<file path="config.mk">
export PLATFORM = sky130hd
export DESIGN_NAME = lss_top
export DESIGN_NICKNAME = d
export VERILOG_FILES = /design/src/design/lss_pkg.sv /design/src/design/lss_top.sv
export SDC_FILE = /design/constraint.sdc
export NUM_CORES = 1
export LEC_CHECK = 0
export BUFFER_PORTS_ARGS = -buffer_cell sky130_fd_sc_hd__buf_2
export CORE_ASPECT_RATIO = 0.6
export CORE_MARGIN = 2
export CORE_UTILIZATION = 50
export CTS_BUF_LIST = sky130_fd_sc_hd__clkbuf_8
export DETAILED_ROUTE_END_ITERATION = 16
export PLACE_DENSITY = 0.82
export SLEW_MARGIN = 20
export SYNTH_ARGS = -nofsm -noshare
export SYNTH_HDL_FRONTEND = slang
export SYNTH_SLANG_ARGS = --single-unit
</file>
<file path="constraint.sdc">
create_clock -name clk -period 2 [get_ports clk]
set_clock_uncertainty 0.1 [all_clocks]
set_input_delay 0.2 -clock clk [delete_from_list [all_inputs] [get_ports clk]]
set_output_delay 0.2 -clock clk [all_outputs]
set_load 0.1 [all_outputs]
</file>
<file path="src/design/lss_pkg.sv">
package lss_pkg;
   // Register byte offsets
   localparam logic [7:0] REG_STATUS = 8'h00;
   localparam logic [7:0] REG_MASK   = 8'h04;
   localparam logic [7:0] REG_CONFIG = 8'h08;
   localparam logic [7:0] REG_LATCH  = 8'h0C;
   localparam logic [7:0] REG_FAULT  = 8'h10;
   localparam logic [7:0] REG_CTRL   = 8'h14;
   // Status and mask bit positions
   localparam int ST_LATCHED = 0;
   localparam int ST_CFG     = 1;
   localparam int ST_DET     = 2;
   localparam int ST_OPEN    = 3;
   localparam int ST_W       = 4;
   // Control bit: software forced blanking
   localparam int CTRL_FORCE_OFF = 0;
   // Configuration field layout: six bit gain code
   localparam int GAIN_LSB = 0;
   localparam int GAIN_W   = 6;
   // Reset values
   localparam logic [15:0]   CFG_RST  = 16'h0000;
   localparam logic [ST_W-1:0] MASK_RST = 4'h0;
   // Command selectors: rising serial clock edges seen with the strobe high
   localparam logic [4:0] CMD_CFG_CNT = 5'h0B;
   localparam logic [4:0] CMD_DET_CNT = 5'h07;
   // Open detection test window
   localparam int CLK_MHZ     = 25;
   localparam int DET_TIME_NS = 1000;
   localparam logic [7:0] DET_CYC = 8'((DET_TIME_NS * CLK_MHZ + 999) / 1000);
   // Stagger: last channel index
   localparam logic [3:0] STG_LAST = 4'hF;
   // Controller states
   typedef enum logic {LSS_IDLE, LSS_DETECT} lss_state_e;
endpackage : lss_pkg

</file>
<file path="src/design/lss_top.sv">
`timescale 1ns/1ns
`default_nettype none
module lss_top (
   input  wire logic        clk,
   input  wire logic        rst_b,
   input  wire logic        serial_clk,
   input  wire logic        serial_in,
   input  wire logic        latch_strobe,
   input  wire logic        blank_b,
   input  wire logic [15:0] open_sense,
   output logic             serial_out,
   output logic [15:0]      sink_channels,
   output logic             test_current,
   output logic [5:0]       gain_code,
   input  wire logic        wb_cyc_i,
   input  wire logic        wb_stb_i,
   input  wire logic        wb_we_i,
   input  wire logic [7:0]  wb_adr_i,
   input  wire logic [3:0]  wb_sel_i,
   input  wire logic [31:0] wb_dat_i,
   output logic [31:0]      wb_dat_o,
   output logic             wb_ack_o,
   output logic             irq
);

   typedef struct packed {
      logic                    sclk_s1;
      logic                    sclk_s2;
      logic                    sclk_d;
      logic                    sdi_s1;
      logic                    sdi_s2;
      logic                    le_s1;
      logic                    le_s2;
      logic                    le_d;
      logic                    blk_s1;
      logic                    blk_s2;
      logic [15:0]             opn_s1;
      logic [15:0]             opn_s2;
      logic [15:0]             shift;
      logic [15:0]             latch;
      logic [15:0]             cfg;
      logic [15:0]             fault;
      logic [4:0]              cnt;
      lss_pkg::lss_state_e     st;
      logic [7:0]              det_cnt;
      logic [15:0]             tgt;
      logic [3:0]              stg;
      logic [15:0]             sinks;
      logic [lss_pkg::ST_W-1:0] status;
      logic [lss_pkg::ST_W-1:0] mask;
      logic                    force_off;
      logic                    ack;
      logic [31:0]             dat;
   } lss_regs_s;

   lss_regs_s q_r;
   lss_regs_s q_nxt;

   logic        sclk_rise;
   logic        le_fall;
   logic        wr_go;
   logic [15:0] target;
   logic [lss_pkg::ST_W-1:0] ev;

   // Edge detection only on second stage flops
   assign sclk_rise = q_r.sclk_s2 & ~q_r.sclk_d;
   assign le_fall   = q_r.le_d & ~q_r.le_s2;
   // Write commits on the edge the master samples ack
   assign wr_go     = q_r.ack & wb_cyc_i & wb_stb_i & wb_we_i;

   // Sink target before staggering
   always_comb begin
      if (q_r.st == lss_pkg::LSS_DETECT) begin
         target = {16{~q_r.blk_s2}};
      end else if (q_r.blk_s2 | q_r.force_off) begin
         target = 16'h0000;
      end else begin
         target = q_r.latch;
      end
   end

   // Next state of the whole block
   always_comb begin
      q_nxt = q_r;
      ev    = '0;
      // Pin synchronisers
      q_nxt.sclk_s1 = serial_clk;
      q_nxt.sclk_s2 = q_r.sclk_s1;
      q_nxt.sclk_d  = q_r.sclk_s2;
      q_nxt.sdi_s1  = serial_in;
      q_nxt.sdi_s2  = q_r.sdi_s1;
      q_nxt.le_s1   = latch_strobe;
      q_nxt.le_s2   = q_r.le_s1;
      q_nxt.le_d    = q_r.le_s2;
      q_nxt.blk_s1  = blank_b;
      q_nxt.blk_s2  = q_r.blk_s1;
      q_nxt.opn_s1  = open_sense;
      q_nxt.opn_s2  = q_r.opn_s1;

      // Serial path: shift only while the strobe is low
      if (sclk_rise && !q_r.le_s2) begin
         q_nxt.shift = {q_r.shift[14:0], q_r.sdi_s2};
      end
      // Edges under a high strobe count as a command selector
      if (sclk_rise && q_r.le_s2 && q_r.cnt != 5'h1F) begin
         q_nxt.cnt = q_r.cnt + 5'h01;
      end

      // Decode at the strobe falling edge
      if (le_fall) begin
         q_nxt.cnt = 5'h00;
         if (q_r.cnt == lss_pkg::CMD_CFG_CNT) begin
            q_nxt.cfg = q_r.shift;
            ev[lss_pkg::ST_CFG] = 1'b1;
         end else if (q_r.cnt == lss_pkg::CMD_DET_CNT) begin
            q_nxt.st      = lss_pkg::LSS_DETECT;
            q_nxt.det_cnt = lss_pkg::DET_CYC;
         end else begin
            q_nxt.latch = q_r.shift;
            ev[lss_pkg::ST_LATCHED] = 1'b1;
         end
      end

      // Detection window; a new strobe edge cannot restart it
      unique case (q_r.st)
         lss_pkg::LSS_IDLE: begin
         end
         lss_pkg::LSS_DETECT: begin
            if (q_r.det_cnt == 8'h01) begin
               q_nxt.st    = lss_pkg::LSS_IDLE;
               q_nxt.shift = q_r.opn_s2;
               q_nxt.fault = q_r.opn_s2;
               ev[lss_pkg::ST_DET]  = 1'b1;
               ev[lss_pkg::ST_OPEN] = |q_r.opn_s2;
            end else begin
               q_nxt.det_cnt = q_r.det_cnt - 8'h01;
            end
         end
      endcase

      // Stagger: channel i follows the target i+2 cycles after a change
      if (target != q_r.tgt) begin
         q_nxt.tgt = target;
         q_nxt.stg = 4'h0;
      end else if (q_r.stg != lss_pkg::STG_LAST) begin
         q_nxt.stg = q_r.stg + 4'h1;
      end
      for (int i = 0; i < 16; i++) begin
         if (4'(i) <= q_r.stg) begin
            q_nxt.sinks[i] = q_r.tgt[i];
         end
      end

      // Wishbone slave: ack one cycle after the request, one cycle wide
      q_nxt.ack = wb_cyc_i & wb_stb_i & ~q_r.ack;
      if (wb_cyc_i && wb_stb_i && !q_r.ack) begin
         unique case (wb_adr_i)
            lss_pkg::REG_STATUS: q_nxt.dat = {28'h000_0000, q_r.status};
            lss_pkg::REG_MASK:   q_nxt.dat = {28'h000_0000, q_r.mask};
            lss_pkg::REG_CONFIG: q_nxt.dat = {16'h0000, q_r.cfg};
            lss_pkg::REG_LATCH:  q_nxt.dat = {16'h0000, q_r.latch};
            lss_pkg::REG_FAULT:  q_nxt.dat = {16'h0000, q_r.fault};
            lss_pkg::REG_CTRL:   q_nxt.dat = {31'h0000_0000, q_r.force_off};
            default:             q_nxt.dat = 32'h0000_0000;
         endcase
      end

      // Register writes; status is write one to clear
      if (wr_go && wb_sel_i[0]) begin
         unique case (wb_adr_i)
            lss_pkg::REG_STATUS: begin
               q_nxt.status = q_r.status & ~wb_dat_i[lss_pkg::ST_W-1:0];
            end
            lss_pkg::REG_MASK: q_nxt.mask = wb_dat_i[lss_pkg::ST_W-1:0];
            lss_pkg::REG_CONFIG: q_nxt.cfg[7:0] = wb_dat_i[7:0];
            lss_pkg::REG_CTRL: q_nxt.force_off = wb_dat_i[lss_pkg::CTRL_FORCE_OFF];
            default: begin
            end
         endcase
      end
      if (wr_go && wb_sel_i[1] && wb_adr_i == lss_pkg::REG_CONFIG) begin
         q_nxt.cfg[15:8] = wb_dat_i[15:8];
      end
      // A pin command outranks a software config write
      if (ev[lss_pkg::ST_CFG]) begin
         q_nxt.cfg = q_r.shift;
      end
      // Hardware set wins over a clear in the same cycle
      q_nxt.status = q_nxt.status | ev;
   end

   // Single register stage; blanking synchroniser starts high
   always_ff @(posedge clk or negedge rst_b) begin
      if (!rst_b) begin
         q_r        <= '0;
         q_r.blk_s1 <= 1'b1;
         q_r.blk_s2 <= 1'b1;
         q_r.cfg    <= lss_pkg::CFG_RST;
         q_r.mask   <= lss_pkg::MASK_RST;
      end else begin
         q_r <= q_nxt;
      end
   end

   // Outputs
   assign serial_out    = q_r.shift[15];
   assign sink_channels = q_r.sinks;
   assign test_current  = (q_r.st == lss_pkg::LSS_DETECT);
   assign gain_code     = q_r.cfg[lss_pkg::GAIN_LSB +: lss_pkg::GAIN_W];
   assign wb_dat_o      = q_r.dat;
   assign wb_ack_o      = q_r.ack;
   assign irq           = |(q_r.status & q_r.mask);
endmodule : lss_top
`default_nettype wire

</file>
==> results_tabular.tex <==
\begin{tabular}{lr}
\hline
Metric & Value \\
\hline
\multicolumn{2}{l}{\textbf{Cells and area}} \\
Fill cell instance count of the final layout & $\sim$1300 \\
Number of nets in the layout & roughly 940 \\
Proportion of layout cells with a drive suffix above 1 & between 20\% and 30\% \\
Share of the core filled with cells in the final layout & between 60\% and 70\% \\
Finished layout cell area & approximately 9700 um2 \\
Antenna diode count & 0 \\
Synth-to-layout area growth & 19.7\% \\
\multicolumn{2}{l}{\textbf{Synthesis}} \\
Synth unique cells & 60 \\
Cell taking the most area after synthesis & dfrtp\_1 \\
Count of yosys warnings during synthesis & 0 \\
Most repeated cell in the gate-level netlist after synthesis & dfrtp\_1 \\
Top cells by area, synth & dfrtp\_1, buf\_4, mux2i\_1 \\
EDFF count, synth & 0 \\
Area fraction of the dominant cell type after synthesis & between 50 and 60\% \\
Flip-flop cell with the highest count after synthesis & dfrtp\_1 \\
Number of instances in the synthesized netlist & 731 \\
Part of the Yosys area used for sequential elements & 56.1\% \\
Post-synthesis instance area & roughly 8000 um2 \\
Synth async-reset ratio & between 90\% and 100\% \\
Syn Area/Cell & between 10 and 15 um2 \\
Total of flip-flops plus latches after synthesis & 182 \\
Ranking of synthesized cells by instance count & dfrtp\_1, nand2\_1, buf\_4 \\
\multicolumn{2}{l}{\textbf{Clock tree}} \\
CTS root buf & clkbuf\_8 \\
Clk\_lat worst skew & around 0.48 ns \\
Clock tree from TritonCTS & done \\
Max Root-Sink Buffers & 2 \\
Worst-path clk slew & approximately 0.10 ns \\
Number of clock sinks & 182 \\
Number of buffers created by CTS & 17 \\
H-tree levels & 4 \\
\multicolumn{2}{l}{\textbf{Route}} \\
Initial DRC Count & 490 \\
Post-DR vias/cell & about 5.6 \\
Count of antenna-violating nets left after detailed routing & 0 \\
Pre-antenna DRT Iters & 5 \\
Total number of vias & around 6100 \\
Routed wire length & between 15000 and 20000 um \\
Routed wirelength normalized by instance count & 18.2 um \\
\# DRC & 0 \\
\multicolumn{2}{l}{\textbf{Timing}} \\
Period utilisation layout & 99.2\% \\
Setup TNS Final & 0 ns \\
Final count of hold timing violations & 0 \\
Maximum operating frequency & between 500 and 600 MHz \\
Normalized max-slew margin & between 60\% and 70\% \\
Fin worst setup slack & roughly 0.016 ns \\
Number of slew-limit violations in the final report & 0 \\
Minimum period implied by the final worst setup slack & 1.98 ns \\
Count of endpoints failing setup in the final report & 0 \\
Worst-margin pin slew & 0.567 ns \\
RSZ-0062 raised after global routing & true \\
Hold Slack & 0.000201 ns \\
\multicolumn{2}{l}{\textbf{Global route}} \\
Overall overflow remaining after global route & 0 \\
Antenna violations before repair & 0 \\
Vias in the first global route & 5852 \\
Global Route Usage Sum & 23.8\% \\
Pin count of the biggest net entering global routing & 54 \\
Global-route wire length before repair & between 30000 and 40000 um \\
\multicolumn{2}{l}{\textbf{Floorplan}} \\
Floorplan die area & between 15000 and 20000 um2 \\
Die width & between 150 and 200 um \\
Initial Utilization & between 50\% and 60\% \\
Area of the placeable core & 16100 um2 \\
Number of placement rows & 36 \\
Number of primary I/O pins & approximately 130 \\
Die outline height & 103 um \\
\multicolumn{2}{l}{\textbf{Place}} \\
Count of buffers inserted at the top-level ports & a little over 90 \\
Standard cell area after detailed placement & a little under 9000 um2 \\
Place WS & -0.0342 ns \\
Weighted congestion at the end of routability-driven global placement & between 0.9 and 1 \\
Post-detail-place hpwl & 14400 um \\
\multicolumn{2}{l}{\textbf{Setup path}} \\
Critical path startpoint category & flip-flop \\
Setup slack, reg-to-reg & 0.02 ns \\
CP arrival & about 2.3 ns \\
Start-to-end type of the worst setup path & reg -> reg \\
Element type at the critical path end & flip-flop \\
CP Max Fanout & 4 \\
Worst Path Required & between 2 and 2.5 ns \\
\multicolumn{2}{l}{\textbf{Power}} \\
Peak supply drop & roughly 0.51 mV \\
Leakage power figure & about 0.0045 uW \\
Power per cell area & around 840 nW/um2 \\
\multicolumn{2}{l}{\textbf{Job}} \\
Maxcap violations & 0 \\
\multicolumn{2}{l}{\textbf{Hold path}} \\
Min-delay worst type & in -> reg \\
\multicolumn{2}{l}{\textbf{Run status}} \\
Outcome & completed \\
\hline
\end{tabular}
==> cells by family after synthesis <==
family          synth area share [%]
fa+ha+maj                       1.08
compound gates                  12.7
other cells                   0.0461
mux                             9.11
buf+inv                         8.22
flops                           56.1
xor+xnor                       0.647
simple gates                    12.1
==> final timing paths <==
| check | startpoint | cells past startpoint | to |
|---|---|---|---|
| min in group asynchronous | rst_b | 2 | q_r[85]$_DFF_PN0_ |
| worst min-delay path | wb_dat_i[14] | 3 | q_r[122]$_DFFE_PN0P_ |
| worst min register to register | q_nxt[170]$_DFF_PN0_ | 0 | q_r[170]$_DFF_PN0_ |
| worst max-delay path | q_r[63]$_DFFE_PN0P_ | 5 | q_r[59]$_DFFE_PN0P_ |
| max in group asynchronous | rst_b | 3 | q_r[106]$_DFFE_PN0P_ |
| worst max register to register | q_r[63]$_DFFE_PN0P_ | 5 | q_r[59]$_DFFE_PN0P_ |
==> critical path: stages, from the launching register on <==
cell	delay (ns)
dfrtp_1	0.41
or4_4	0.55
o21ai_2	0.16
nor4b_4	0.23
o2111ai_2	0.20
nor4_1	0.24
==> cell type report <==
cell class                      instances  area (um2)  share of cell area, %
Timing Repair Buffer                  189        1390                   14.3
Clock buffer                           17         234                   2.41
Clock inverter                         15         158                   1.62
Inverter                               22        82.6                  0.849
Multi-Input combinational cell        454        3040                   31.2
Tap cell                              209         262                   2.69
Sequential cell                       182        4560                   46.9
==> sequential cells by signal, indices dropped and copies added (netlist names) <==
| signal | cells |
|---|---|
| wb_ack_o | 1 |
| gain_code | 6 |
| serial_out | 1 |
| test_current | 1 |
| wb_dat_o | 16 |
| sink_channels | 16 |
| q_nxt | 22 |
| q_r | 119 |
==> placed cells by master (no fill, tap or decap), types with 4 or more instances in the layout <==
| cell type | n |
|---|---|
| o21ai_1 | 7 |
| clkbuf_8 | 17 |
| a22oi_1 | 29 |
| nor2_1 | 42 |
| nand2_1 | 64 |
| nor4_1 | 12 |
| dfrtp_1 | 178 |
| mux2i_1 | 38 |
| nand3b_1 | 4 |
| ha_1 | 5 |
| conb_1 | 16 |
| nand2b_1 | 10 |
| nor3_1 | 6 |
| o22ai_1 | 8 |
| nand3_1 | 11 |
| inv_6 | 5 |
| a21oi_1 | 41 |
| dlygate4sd3_1 | 38 |
| nand2_2 | 8 |
| buf_2 | 91 |
| a211oi_1 | 7 |
| inv_8 | 5 |
| nand4_1 | 4 |
| buf_12 | 8 |
| buf_4 | 51 |
| mux2_2 | 30 |
| xnor2_1 | 4 |
| inv_1 | 22 |
| or4_4 | 4 |
| o21ai_0 | 48 |
==> timing repair <==
item | CTS | global route
pin swaps | 4 | 7
hold endpoints to repair | 134 | 0
gates resized for setup | 1 | 22
cloned | 0 | 0
endpoints found under the setup margin | 5 | 41
setup buffers | 1 | 2
hold buffers | 38 | 0
==> report_power, final <==
group | switching [uW] | total (uW) | internal, uW
Sequential | 366 | 4310 | 3940
Combinational | 770 | 1330 | 561
Clock | 1470 | 2510 | 1040
Total | 2610 | 8150 | 5540
==> per-layer routing <==
metal | global-route usage [%] | vias up | wire length [um]
li1 | - | 2790 | -
met1 | 35.0 | 2985 | 9270
met2 | 36.0 | 253 | 8620
met3 | 5.91 | 31 | 1670
met4 | 5.77 | 0 | 270
met5 | 0 | - | 0
==> through the flow <==
| step | cells | total power (uW) |
|---|---|---|
| floorplan | 746 | 5100 |
| global placement | 1015 | 5550 |
| detailed placement | 1015 | 5590 |
| CTS | 1086 | 8140 |
| global route | 1088 | 8480 |
| finish | 1088 | 8150 |
Note: power is estimated with default switching activity, not from simulation.
